[src/ufi_pkg.sv]
package ufi_pkg;

  // ==========================================================================
  // widths
  // ==========================================================================
  localparam int unsigned ADDR_W    = 8;
  localparam int unsigned DATA_W    = 8;
  localparam int unsigned FRAME_W   = 11;
  localparam int unsigned FRAME_LW  = 8;
  localparam int unsigned FRAME_HW  = 3;
  localparam int unsigned IN_EP_N   = 4;
  localparam int unsigned EVT_N     = 2;

  // ==========================================================================
  // register offsets in the indirect space
  // ==========================================================================
  localparam logic [ADDR_W-1:0] OFS_IN_FLAGS   = 8'h02;
  localparam logic [ADDR_W-1:0] OFS_IN_ENABLE  = 8'h07;
  localparam logic [ADDR_W-1:0] OFS_FRAME_LOW  = 8'h0c;
  localparam logic [ADDR_W-1:0] OFS_FRAME_HIGH = 8'h0d;
  localparam logic [ADDR_W-1:0] OFS_EVT_STATUS = 8'h10;
  localparam logic [ADDR_W-1:0] OFS_EVT_MASK   = 8'h11;

  // ==========================================================================
  // field positions and values after reset
  // ==========================================================================
  localparam int unsigned EVT_SOF_BIT = 0;
  localparam int unsigned EVT_IN_BIT  = 1;

  localparam logic [IN_EP_N-1:0] RST_IN_FLAGS  = 4'h0;
  localparam logic [IN_EP_N-1:0] RST_IN_ENABLE = 4'hf;
  localparam logic [FRAME_LW-1:0] RST_FRAME_LOW  = 8'h00;
  localparam logic [FRAME_HW-1:0] RST_FRAME_HIGH = 3'h0;
  localparam logic [EVT_N-1:0]   RST_EVT_STATUS = 2'h0;
  localparam logic [EVT_N-1:0]   RST_EVT_MASK   = 2'h0;
  localparam logic [DATA_W-1:0]  RST_RD_DATA    = 8'h00;

  // read data appear this many cycles after the read strobe
  localparam int unsigned RD_LATENCY = 1;

  // ==========================================================================
  // types
  // ==========================================================================
  typedef enum logic [2:0] {
    SEL_NONE       = 3'b000,
    SEL_IN_FLAGS   = 3'b001,
    SEL_IN_ENABLE  = 3'b010,
    SEL_FRAME_LOW  = 3'b011,
    SEL_FRAME_HIGH = 3'b100,
    SEL_EVT_STATUS = 3'b101,
    SEL_EVT_MASK   = 3'b110
  } ufi_sel_e;

  typedef struct packed {
    logic [ADDR_W-1:0] addr;
    logic [DATA_W-1:0] wrData;
    logic              wrStb;
    logic              rdStb;
  } ufi_req_s;

  typedef struct packed {
    logic [FRAME_HW-1:0] high;
    logic [FRAME_LW-1:0] low;
  } ufi_frame_s;

endpackage : ufi_pkg

[src/ufi_frame_capture.sv]
`timescale 1ns/1ps
module ufi_frame_capture
  import ufi_pkg::*;
(
  input  wire logic       clk,
  input  wire logic       arst_n,
  input  wire logic       sofValid,
  input  wire ufi_frame_s sofFrame,
  output      ufi_frame_s frame
);

  // ==========================================================================
  // frame number holding register
  // ==========================================================================
  // both halves load on the same edge, never one without the other
  always_ff @(posedge clk or negedge arst_n) begin
    if (!arst_n) begin
      frame.low  <= RST_FRAME_LOW;
      frame.high <= RST_FRAME_HIGH;
    end else if (sofValid) begin
      frame <= sofFrame;
    end
  end

endmodule : ufi_frame_capture

[src/ufi_frame_irq.sv]
`timescale 1ns/1ps
module ufi_frame_irq
  import ufi_pkg::*;
(
  input  wire logic                clk,
  input  wire logic                arst_n,
  input  wire ufi_req_s            busReq,
  output      logic [DATA_W-1:0]   rdData,
  input  wire logic                sofValid,
  input  wire ufi_frame_s          sofFrame,
  input  wire logic [IN_EP_N-1:0]  inEpEvent,
  input  wire logic                cpuExtIrqEnable,
  output      logic                usbIrq,
  output      logic                cpuIrq,
  output      logic                irqOut
);

  // ==========================================================================
  // address decode
  // ==========================================================================
  // shared by the read path and the write path
  function automatic ufi_sel_e decodeSel(input logic [ADDR_W-1:0] a);
    ufi_sel_e s;
    s = SEL_NONE;
    case (a)
      OFS_IN_FLAGS:   s = SEL_IN_FLAGS;
      OFS_IN_ENABLE:  s = SEL_IN_ENABLE;
      OFS_FRAME_LOW:  s = SEL_FRAME_LOW;
      OFS_FRAME_HIGH: s = SEL_FRAME_HIGH;
      OFS_EVT_STATUS: s = SEL_EVT_STATUS;
      OFS_EVT_MASK:   s = SEL_EVT_MASK;
      default:        s = SEL_NONE;
    endcase
    return s;
  endfunction : decodeSel

  ufi_sel_e             sel;
  logic                 rdFlags;
  logic                 wrEnable;
  logic                 wrEvtStatus;
  logic                 wrEvtMask;

  // strobes are one cycle, so each qualified strobe is a pulse too
  assign sel         = decodeSel(busReq.addr);
  assign rdFlags     = busReq.rdStb && (sel == SEL_IN_FLAGS);
  assign wrEnable    = busReq.wrStb && (sel == SEL_IN_ENABLE);
  assign wrEvtStatus = busReq.wrStb && (sel == SEL_EVT_STATUS);
  assign wrEvtMask   = busReq.wrStb && (sel == SEL_EVT_MASK);

  // ==========================================================================
  // frame number capture
  // ==========================================================================
  ufi_frame_s           frameNow;

  // token strobe comes from the serial engine on this clock, no sync
  ufi_frame_capture u_frame (
    .clk      (clk),
    .arst_n   (arst_n),
    .sofValid (sofValid),
    .sofFrame (sofFrame),
    .frame    (frameNow)
  );

  // ==========================================================================
  // endpoint pending flags
  // ==========================================================================
  logic [IN_EP_N-1:0]   inFlags;
  logic [IN_EP_N-1:0]   inFlagClr;

  // a read wipes the whole register, a write never touches it
  assign inFlagClr = rdFlags ? {IN_EP_N{1'b1}} : {IN_EP_N{1'b0}};

  ufi_sticky_flags #(
    .W   (IN_EP_N),
    .RST (RST_IN_FLAGS)
  ) u_inFlags (
    .clk      (clk),
    .arst_n   (arst_n),
    .setPulse (inEpEvent),
    .clrMask  (inFlagClr),
    .flags    (inFlags)
  );

  // ==========================================================================
  // endpoint enable register
  // ==========================================================================
  logic [IN_EP_N-1:0]   inEnable;

  // all enables on after reset, as after a bus reset
  always_ff @(posedge clk or negedge arst_n) begin
    if (!arst_n) begin
      inEnable <= RST_IN_ENABLE;
    end else if (wrEnable) begin
      inEnable <= busReq.wrData[IN_EP_N-1:0];
    end
  end

  // ==========================================================================
  // combined request toward the core
  // ==========================================================================
  logic                 next_usbIrq;

  // a disabled flag still latches, it only stays off the request line
  assign next_usbIrq = |(inFlags & inEnable);

  // registered so both outputs come straight from flip-flops
  always_ff @(posedge clk or negedge arst_n) begin
    if (!arst_n) begin
      usbIrq <= 1'b0;
    end else begin
      usbIrq <= next_usbIrq;
    end
  end

  // gated copy; same latency as usbIrq so the two agree in each cycle after one in which cpuExtIrqEnable is set
  always_ff @(posedge clk or negedge arst_n) begin
    if (!arst_n) begin
      cpuIrq <= 1'b0;
    end else begin
      cpuIrq <= next_usbIrq & cpuExtIrqEnable;
    end
  end

  // ==========================================================================
  // block event status, mask and interrupt
  // ==========================================================================
  logic [EVT_N-1:0]     evtSet;
  logic [EVT_N-1:0]     evtClr;
  logic [EVT_N-1:0]     evtStatus;
  logic [EVT_N-1:0]     evtMask;

  // token seen, and any endpoint event
  always_comb begin
    evtSet              = '0;
    evtSet[EVT_SOF_BIT] = sofValid;
    evtSet[EVT_IN_BIT]  = |inEpEvent;
  end

  // write one to clear; zeros leave bits alone
  assign evtClr = wrEvtStatus ? busReq.wrData[EVT_N-1:0] : {EVT_N{1'b0}};

  ufi_sticky_flags #(
    .W   (EVT_N),
    .RST (RST_EVT_STATUS)
  ) u_evtStatus (
    .clk      (clk),
    .arst_n   (arst_n),
    .setPulse (evtSet),
    .clrMask  (evtClr),
    .flags    (evtStatus)
  );

  // mask defaults closed so nothing fires before software is ready
  always_ff @(posedge clk or negedge arst_n) begin
    if (!arst_n) begin
      evtMask <= RST_EVT_MASK;
    end else if (wrEvtMask) begin
      evtMask <= busReq.wrData[EVT_N-1:0];
    end
  end

  // level output, held while an unmasked status bit stands
  always_ff @(posedge clk or negedge arst_n) begin
    if (!arst_n) begin
      irqOut <= 1'b0;
    end else begin
      irqOut <= |(evtStatus & evtMask);
    end
  end

  // ==========================================================================
  // read path
  // ==========================================================================
  logic [DATA_W-1:0]    next_rdData;

  // unmapped offsets and idle cycles read as zero
  always_comb begin
    next_rdData = RST_RD_DATA;
    if (busReq.rdStb) begin
      case (sel)
        SEL_IN_FLAGS:   next_rdData = {4'h0, inFlags};
        SEL_IN_ENABLE:  next_rdData = {4'h0, inEnable};
        SEL_FRAME_LOW:  next_rdData = frameNow.low;
        SEL_FRAME_HIGH: next_rdData = {5'h00, frameNow.high};
        SEL_EVT_STATUS: next_rdData = {6'h00, evtStatus};
        SEL_EVT_MASK:   next_rdData = {6'h00, evtMask};
        default:        next_rdData = RST_RD_DATA;
      endcase
    end
  end

  // data stand for exactly the one cycle after the strobe
  always_ff @(posedge clk or negedge arst_n) begin
    if (!arst_n) begin
      rdData <= RST_RD_DATA;
    end else begin
      rdData <= next_rdData;
    end
  end
endmodule : ufi_frame_irq

[src/ufi_sticky_flags.sv]
`timescale 1ns/1ps
module ufi_sticky_flags
  import ufi_pkg::*;
#(
  parameter int unsigned     W   = 4,
  parameter logic [W-1:0]    RST = '0
) (
  input  wire logic          clk,
  input  wire logic          arst_n,
  input  wire logic [W-1:0]  setPulse,
  input  wire logic [W-1:0]  clrMask,
  output      logic [W-1:0]  flags
);

  // ==========================================================================
  // one sticky bit per lane
  // ==========================================================================
  genvar i;
  generate
    for (i = 0; i < W; i++) begin : g_bit
      // set beats clear so an event in the clearing cycle is kept
      always_ff @(posedge clk or negedge arst_n) begin
        if (!arst_n) begin
          flags[i] <= RST[i];
        end else begin
          flags[i] <= (flags[i] & ~clrMask[i]) | setPulse[i];
        end
      end
    end
  endgenerate

endmodule : ufi_sticky_flags
[config.mk]
export PLATFORM = sky130hd
export DESIGN_NAME = ufi_frame_irq
export DESIGN_NICKNAME = d
export VERILOG_FILES = /design/src/ufi_pkg.sv /design/src/ufi_frame_capture.sv /design/src/ufi_frame_irq.sv /design/src/ufi_sticky_flags.sv
export SDC_FILE = /design/constraint.sdc
export NUM_CORES = 1
export LEC_CHECK = 0
export BUFFER_PORTS_ARGS = -buffer_cell sky130_fd_sc_hd__buf_2
export CORE_ASPECT_RATIO = 1.75
export CORE_MARGIN = 1.5
export CORE_UTILIZATION = 54
export DETAILED_ROUTE_END_ITERATION = 8
export GPL_TIMING_DRIVEN = 0
export PLACE_DENSITY = 0.83
export SETUP_SLACK_MARGIN = 0.2
export SYNTH_ARGS = -nofsm -noshare
export SYNTH_HDL_FRONTEND = slang
export SYNTH_HIERARCHICAL = 1
export SYNTH_SLANG_ARGS = --single-unit
[constraint.sdc]
create_clock -name clk -period 2 [get_ports clk]
set_input_delay 0.3 -clock clk [delete_from_list [all_inputs] [get_ports clk]]
set_output_delay 0.3 -clock clk [all_outputs]
set_load 0.05 [all_outputs]
* After elaboration in Yosys (flattened, before gate mapping)
Cells that the tools add are included.
Word-level totals: output and inout bits 11, register bits 34, input port bits 37, bits in writable memories 0, memories kept 0, word-level logic and storage cells 59, bits in latches 0, ROM bits 0
Operators by class: shifts and indexed selects 0, reduce and logical (&&, ||, !) cells 7, muxes and demuxes 5, bitwise gates (word level) 21, divide/modulo/power cells 0, add/subtract/negate cells 0, eq/ne operators 12, magnitude comparators 0, multiply operators 0
Operators with widths (number):
- 8-bit case mux with 6 select lines | 1
- 3-bit case mux with 6 select lines | 1
- 8-bit by 4-bit == test with 1-bit output (second input constant) | 2
- 8-bit by 5-bit == test with 1-bit output (second input constant) | 2
- 3-bit == test (second input constant) | 3
- 8-bit by 2-bit == test with 1-bit output (second input constant) | 1
- 8-bit by 3-bit == test with 1-bit output (second input constant) | 1
- 8-bit 2-to-1 mux | 1
- 4-bit OR reduction | 2
- 1-bit AND | 7
- 3-bit by 2-bit == test with 1-bit output (second input constant) | 2
- 1-bit inverter | 6
- 1-bit OR | 6
- 4-bit AND | 1
- 1-bit logical AND | 4
- 4-bit 2-to-1 mux | 1
- 3-bit by 1-bit == test with 1-bit output (second input constant) | 1
- 2-bit AND | 1
- 2-bit 2-to-1 mux | 1
- 2-bit OR reduction | 1

* Longest topological paths before layout
Gate-level depths: netlist of run 1.
depth after elaboration 8, mapped depth 7, depth with buffers taken out 6

* Cells and area by module
Netlist of run 1, hierarchy kept.
By module, submodules not included:
- ufi_frame_irq | times used 1, cells an instance 84, area an instance 934.6 µm²
- ufi_frame_capture | times used 1, cells an instance 23, area an instance 447.9 µm²
- ufi_sticky_flags at u_inFlags | times used 1, cells an instance 12, area an instance 145.1 µm²
- ufi_sticky_flags at u_evtStatus | times used 1, cells an instance 6, area an instance 72.6 µm²

* Worst setup path before layout of run 1
Ideal clock, no wire load.
path type input to register, start input busReq[12] (netlist name), end register u_evtStatus.flags[0], path slack 0.333 ns, arrival 1.549 ns, setup time 0.118 ns, stages on the path 7, path through buf_6 -> or4b_4 -> nor2b_4 -> nand2_1 -> nor3b_1 -> inv_1 -> a21o_1
On the way: cells in the longest elaborated chain, start to end 8
RTL lines:
- start, declared | line ufi_frame_irq.sv:7 | input wire ufi_req_s busReq,
- 8-bit by 5-bit == test with 1-bit output (tied with other cells) | line ufi_frame_irq.sv:25 | case (a)
- 3-bit case mux with 6 select lines * | line ufi_frame_irq.sv:25
- 3-bit == test * | line ufi_frame_irq.sv:47 | assign wrEvtStatus = busReq.wrStb && (sel == SEL_EVT_STATUS);
- 1-bit logical AND * | line ufi_frame_irq.sv:47
- 2-bit 2-to-1 mux * | line ufi_frame_irq.sv:140 | assign evtClr = wrEvtStatus ? busReq.wrData[EVT_N-1:0] : {EVT_N{1'b0}};
- named net evtClr[0] | line ufi_frame_irq.sv:128 | logic [EVT_N-1:0] evtClr;
- 1-bit inverter * | line ufi_sticky_flags.sv:26 | flags[i] <= (flags[i] & ~clrMask[i]) | setPulse[i];
- 1-bit AND * | line ufi_sticky_flags.sv:26
- 1-bit OR * | line ufi_sticky_flags.sv:26
- end signal, assigned by index | line ufi_sticky_flags.sv:24 | flags[i] <= RST[i];
- end signal, assigned by index | line ufi_sticky_flags.sv:26
- end, declared | line ufi_sticky_flags.sv:12 | output logic [W-1:0] flags
The timed path passes the listed nets; every way through them passes the cells marked *. A chain may end at the register's enable or synchronous reset.

* Worst setup path after layout of run 1
start input busReq[15] (netlist name), end register u_inFlags.flags[1]
On the way: cells in the longest elaborated chain, start to end 8
RTL lines:
- 8-bit by 5-bit == test with 1-bit output (tied with other cells) | line ufi_frame_irq.sv:25
- 3-bit case mux with 6 select lines * | line ufi_frame_irq.sv:25
- 3-bit by 1-bit == test with 1-bit output * | line ufi_frame_irq.sv:45 | assign rdFlags = busReq.rdStb && (sel == SEL_IN_FLAGS);
- 1-bit logical AND * | line ufi_frame_irq.sv:45
- named net rdFlags | line ufi_frame_irq.sv:38 | logic rdFlags;
- 4-bit 2-to-1 mux * | line ufi_frame_irq.sv:71 | assign inFlagClr = rdFlags ? {IN_EP_N{1'b1}} : {IN_EP_N{1'b0}};
- 1-bit inverter * | line ufi_sticky_flags.sv:26
- 1-bit AND * | line ufi_sticky_flags.sv:26
- 1-bit OR * | line ufi_sticky_flags.sv:26
- end signal, assigned by index | line ufi_sticky_flags.sv:24
- end signal, assigned by index | line ufi_sticky_flags.sv:26
- end, declared | line ufi_sticky_flags.sv:12
Marked as above.

==> impl_metrics.csv, run 1 <==
group,metric,value,unit
die,dieWidth,44.2,um
logic_synthesis,synth_top_cell_area_share,46.9,%
logic_synthesis,synth_nets,162,
global_routing,grt_pass1_wl,5310,um
cts,cts_hold_buf,0,
die,start_util,55.9,%
logic_synthesis,yosys.area.top_type,"dfrtp_1",
final_layout,syn_to_final_growth,20.7,%
logic_synthesis,synth_area_leaders,"dfrtp_1 47%, mux2_4 9.4%, dfstp_2 6.6%, mux2_2 4.9%, a21o_1 2.8%",
logic_synthesis,synthDistinctLibCells,38,
detailed_routing,postRouteAntennaNets,0,
logic_synthesis,yosys_warnings,6,
final_layout,layout-drive-gt1-share,44.3,%
global_routing,grt-ovfl-total,0,
setup_path,cp-start-kind,"input port",
sta,tightestPinTransition,0.710,ns
sta,fin_tns_setup,0,ns
setup_path,crit_arrival,1.88,ns
final_layout,layout_common_cells,"41 x buf_2, 30 x dfrtp_1, 10 x mux2_4",
global_routing,grtUsageTotal,22.9,%
cts,cts-resized-gates,0,
die,core.rowCount,26,
sta,hold_violations,0,
final_layout,diodes,0,
power_and_ir_drop,pwr-share-seq,51.0,%
sta,fin_crit_sh,85.5,%
cts,clkLatencyLatePin,0.29,ns
cts,post-cts-setup-buffers,0,
logic_synthesis,yosys.area_share.adder,0,%
final_layout,fin_util,67.5,%
die,coreArea,2860,um2
detailed_routing,drt_wl_total,3380,um
detailed_routing,dr.pass1.iters,4,
logic_synthesis,syn_avg_cell_area,12.8,um2
logic_synthesis,ys_seq_area_share,53.5,%
sta,drv_slew,0,
detailed_routing,drc,0,
setup_path,timing.rr.end,"rdData[0]",
setup_path,rr_startpoint,"u_frame/frame[0]",
setup_path,cp_max_fo,5,
power_and_ir_drop,finalPower,1.47,mW
cts,cts_tree,"built",
logic_synthesis,synth_compound_area_share,10.9,%
global_routing,antenna_found_initial,0,
placement,dp_hpwl,2500,um
setup_path,crit_slowest_cell,"nor4_2",
detailed_routing,vias,1208,
global_routing,grt_max_degree,35,
power_and_ir_drop,p_clk_share,35.7,%
power_and_ir_drop,p_per_area,759,nW/um2
detailed_routing,via_per_inst,5.98,
power_and_ir_drop,p_sw_share,25.2,%
sta,max_freq,585,MHz
setup_path,cp-startpoint,"busReq[15]",
sta,rsz0062_at_grt,"false",
setup_path,worstSetupPathType,"in2reg",
power_and_ir_drop,combPwrFrac,13.3,%
logic_synthesis,synth_top_family_by_area,"multiplexers",
sta,fin_crit,1.71,ns
power_and_ir_drop,ir_drop,0.778,mV
die,dieArea,3310,um2
power_and_ir_drop,p_leak,0.904,nW
setup_path,r2r_cells,4,
sta,skew,0.00622,ns
power_and_ir_drop,power.switching,0.369,mW
sta,relSlewSlack,52.7,%
logic_synthesis,synth-simple-area-share,15.2,%
setup_path,worstPathRequired,2.18,ns
sta,fin_hold_ws,0.0564,ns
die,die_height,75.0,um
die,num_io_pins,48,
final_layout,final_common_cell,"buf_2",
cts,cts_buffers,5,
setup_path,critPathTopFamily,"simple AND/OR/NAND/NOR gates",
cts,cts-htree-levels,2,
flow_run,drv_cap,0,
logic_synthesis,synth_xor_area_share,0.547,%
detailed_routing,drt_iter0_drc,49,
cts,cts.path.max_buffers,2,
sta,setup_viol_count_final,0,
min_path,hold_path_class,"in2async",
cts,cts-root-buf,"clkbuf_8",
placement,place_congestion,0.800,
setup_path,worstPathCellList,"buf_2 -> nor4_2 -> nand2_1 -> nor3_1 -> inv_1 -> a21o_1",
detailed_routing,routedWlPerCell,16.7,um
setup_path,critPathCaptureType,"register",
logic_synthesis,ys_ff_latch,34,
power_and_ir_drop,cellInternalPower,1.10,mW
setup_path,max_stage_delay,0.47,ns
logic_synthesis,netlist_area,1600,um2
setup_path,path_buf_inv,2,
outcome,outcome,"finished, final reports clean",
logic_synthesis,synth_mux_area_share,16.3,%
setup_path,reg2reg_slack,0.74,ns
final_layout,fin_nets,210,
cts,numClockSinks,34,
cts,clkTransAtPathRegs,0.07,ns
logic_synthesis,synthCells,125,
global_routing,first_global_vias,1201,
placement,io_buffer_count,41,
==> how the worst max path moves through the flow <==
stage / to / slack, ns / cells after the start
4_1_cts: u_inFlags/flags[1] / 0.31 / 6
5_1_grt: u_inFlags/flags[1] / 0.22 / 6
3_5_place_dp: u_inFlags/flags[1] / 0.03 / 6
2_1_floorplan: u_evtStatus/flags[0] / 0.33 / 7
6_report: u_inFlags/flags[1] / 0.29 / 6
3_3_place_gp: u_inFlags/flags[2] / 0.18 / 6
==> area by class of cell <==
type	instances	area, um2
clock buffers	7	86.3
well taps	28	35.0
repair buffers	41	205
plain buffers	4	33.8
flip-flops and latches	34	856
inverters	6	22.5
multi-input cells	81	688
fillers	232	931
clock inverters	1	5.00
==> cells in the mapped netlist <==
cell type,number
nor3_1,5
mux2_4,10
nand2_1,5
nor2b_1,2
o21ai_0,1
nand3b_1,2
nor4_2,1
mux2_2,7
and2_1,7
nor2b_4,1
a22oi_1,4
a21oi_1,2
buf_4,1
a22o_1,4
mux2_1,2
clkbuf_1,1
and3b_1,1
nor4bb_1,1
o21a_1,1
a32o_1,1
a32oi_1,1
and3_1,1
nor2_1,4
buf_6,2
nand3_2,1
inv_1,6
a21o_1,6
dfrtp_1,30
or4b_4,1
nand3_1,1
and4b_1,1
nor3b_1,2
or4_1,1
dfstp_2,4
a31o_2,1
a211oi_1,2
mux2i_1,1
xnor2_1,1
==> kinds of logic (layout without fill, tap and decap cells) <==
logic type                after synthesis  after routing
AOI/OAI and AO/OA                      23             23
xor gates and xnor gates                1              1
buffers and inverters                  10             59
DFF                                    34             34
muxes                                  20             20
and+or+nand+nor                        37             37
==> power by group through the flow <==
stage,clock network [mW],logic [mW],registers [mW]
2_1_floorplan,0,0.0954,0.777
3_3_place_gp,0,0.187,0.758
3_5_place_dp,0,0.195,0.760
4_1_cts,0.532,0.196,0.748
5_1_grt,0.558,0.209,0.751
6_report,0.523,0.195,0.748
==> routing by layer <==
layer  GRT usage (%)  up-vias  share of wire, %
met2            37.4       50                52
met3            5.04       17               4.9
met4            16.8        0               4.8
met1            25.6      589                38
li1                -      552                 -
met5               0        -                 0
==> worst reg2reg max path, stage by stage, from the launching register on <==
cell,delay (ns)
dfrtp_1,0.37
nor4bb_1,0.31
a31o_2,0.15
a32oi_1,0.10
a211oi_1,0.24
==> state kept, by name, indices dropped and copies added, names as in the netlist <==
register / count
u_evtStatus/flags: 2
irqOut: 1
inEnable: 4
u_frame/frame: 11
rdData: 8
evtMask: 2
cpuIrq: 1
usbIrq: 1
u_inFlags/flags: 4
==> through the flow <==
step | std cells | worst slack [ns] | instance area (um2)
after floorplan | 125 | 0.333 | 1600
after global placement | 194 | 0.179 | 1840
after detailed placement | 194 | 0.0263 | 1840
after CTS | 202 | 0.310 | 1930
after global routing | 202 | 0.217 | 1930
final | 202 | 0.291 | 1930
(Power assumes the default switching activity.)
==> inputs of run 2 (changes only) <==
Settings changed: CORE_UTILIZATION 54 to 50, PLACE_DENSITY 0.83 to 0.78, REMOVE_ABC_BUFFERS from default to 1.
Clock period 2 ns to 1.67 ns, I/O delays scaled along.
==> run 2 against run 1 <==
Effect of this change: register-to-register slack lost 0.38 ns; final cell count grew 6.9%; clock skew shrank 0.0044 ns; via count shrank 6.5%; critical endpoint is now u_evtStatus/flags[1].
==> impl_metrics.csv, run 2 (synthesized netlist as in run 1, its figures left out) <==
group,metric,value,unit
setup_path,reg2reg_slack,0.36,ns
global_routing,grtUsageTotal,21.2,%
final_layout,layout_common_cells,"42 x buf_2, 30 x dfrtp_1, 10 x mux2_4",
cts,cts-htree-levels,2,
power_and_ir_drop,p_per_area,886,nW/um2
final_layout,multi_input_area,714,um2
die,core.rowCount,27,
cts,cts-root-buf,"clkbuf_8",
final_layout,syn_to_final_growth,22.7,%
final_layout,register_area,856,um2
detailed_routing,vias,1130,
final_layout,largest_registers,"u_frame/frame x11, rdData x8",
global_routing,antenna_found_initial,0,
setup_path,crit_slowest_cell,"or4b_4",
cts,clkTransAtPathRegs,0.06,ns
die,dieWidth,45.8,um
setup_path,crit_arrival,1.62,ns
cts,cts.path.max_buffers,2,
final_layout,diodes,0,
die,coreArea,3110,um2
final_layout,fin_nets,209,
flow_run,drv_cap,0,
cts,numClockSinks,34,
detailed_routing,dr.pass1.iters,4,
global_routing,first_global_vias,1202,
die,num_io_pins,48,
sta,fin_crit_sh,86.5,%
cts,clkLatencyLatePin,0.29,ns
cts,cts_tree,"built",
sta,setup_viol_count_final,0,
sta,hold_violations,0,
placement,place_area,1840,um2
sta,tightestPinTransition,0.725,ns
min_path,hold_path_class,"in2async",
die,die_height,77.8,um
placement,place_congestion,0.853,
setup_path,worstPathCellList,"buf_4 -> or4b_4 -> nor2b_4 -> nand2_2 -> nor3b_2 -> inv_1 -> a21o_1",
sta,max_freq,693,MHz
detailed_routing,drt_iter0_drc,17,
sta,skew,0.00180,ns
cts,cts_buffers,5,
detailed_routing,routedWlPerCell,15.2,um
detailed_routing,via_per_inst,5.23,
final_layout,n_fill_cell,271,
placement,io_buffer_count,43,
power_and_ir_drop,ir_drop,0.968,mV
setup_path,max_stage_delay,0.56,ns
setup_path,cp_max_fo,8,
global_routing,grt_pass1_wl,5420,um
final_layout,layout-drive-gt1-share,46.8,%
sta,relSlewSlack,51.7,%
sta,fin_hold_ws,0.0196,ns
die,dieArea,3560,um2
final_layout,final_cell_area,1960,um2
global_routing,grt_max_degree,35,
sta,rsz0062_at_grt,"true",
detailed_routing,drc,0,
final_layout,final_common_cell,"buf_2",
outcome,outcome,"finished, final reports clean",
detailed_routing,drt_wl_total,3280,um
global_routing,grt-ovfl-total,0,
sta,fin_crit,1.44,ns
setup_path,cp-start-kind,"input port",
power_and_ir_drop,p_leak,0.905,nW
die,start_util,51.5,%
final_layout,max_flop_register,"u_frame/frame",
sta,drv_slew,0,
detailed_routing,postRouteAntennaNets,0,
setup_path,critPathCaptureType,"register",
final_layout,largest_reg_flops,11,
placement,dp_hpwl,2460,um
cts,cts_hold_buf,0,
setup_path,worstSetupPathType,"in2reg",
setup_path,worstPathRequired,1.85,ns
==> run 2: critical path: cells and delay by family <==
kind,cells,cell delay [ns]
and+or+nand+nor,4,0.99
buffers and inverters,2,0.19
AOI/OAI and AO/OA,1,0.17
==> run 2: what timing repair did <==
| item | in CTS | in global routing |
|---|---|---|
| buffers inserted | 0 | 1 |
| hold endpoints to repair | 0 | 0 |
| pin swaps | 0 | 3 |
| endpoints found under the setup margin | 4 | 11 |
| gates resized for setup | 1 | 6 |
==> run 2: report_power, final <==
| group | switching, mW | internal (mW) | leakage, nW |
|---|---|---|---|
| Combinational | 0.123 | 0.108 | 0.454 |
| Clock | 0.282 | 0.332 | 0.0482 |
| Sequential | 0.0239 | 0.870 | 0.402 |
==> run 2: final timing paths <==
check,startpoint,end,cells after the start
min in group clk,inEpEvent[3],u_inFlags/flags[3],2
worst min-delay path,arst_n,u_evtStatus/flags[0],1
max in group asynchronous,arst_n,u_frame/frame[6],1
worst min register to register,u_frame/frame[7],rdData[7],1
worst max-delay path,busReq[12],u_evtStatus/flags[1],7
worst max register to register,u_frame/frame[0],rdData[0],4
==> run 2: layout make-up <==
class                   instances  share of cell area, %
flip-flops and latches         34                   43.6
multi-input cells              81                   36.4
repair buffers                 44                   11.5
clock buffers                   7                   4.40
well taps                      43                   2.74
inverters                       6                   1.15
clock inverters                 1                  0.255
==> run 2: per-stage QoR <==
stage	setup WS (ns)	setup TNS [ns]	total power, mW	utilization [%]	cells
2_1_floorplan	0.149	0	1.03	-	121
3_3_place_gp	-0.110	-0.546	1.13	59.1	207
3_5_place_dp	-0.107	-0.720	1.14	59.1	207
4_1_cts	0.203	0	1.75	62.2	215
5_1_grt	0.191	0	1.81	63.2	216
6_report	0.226	0	1.74	63.2	216
==> run 2: per-layer routing <==
metal,global-route usage [%],part of all wire (%),up-vias
met3,5.81,5.4,8
met5,0,0,-
li1,-,-,540
met1,25.1,39,546
met4,12.0,2.8,0
met2,33.2,53,36
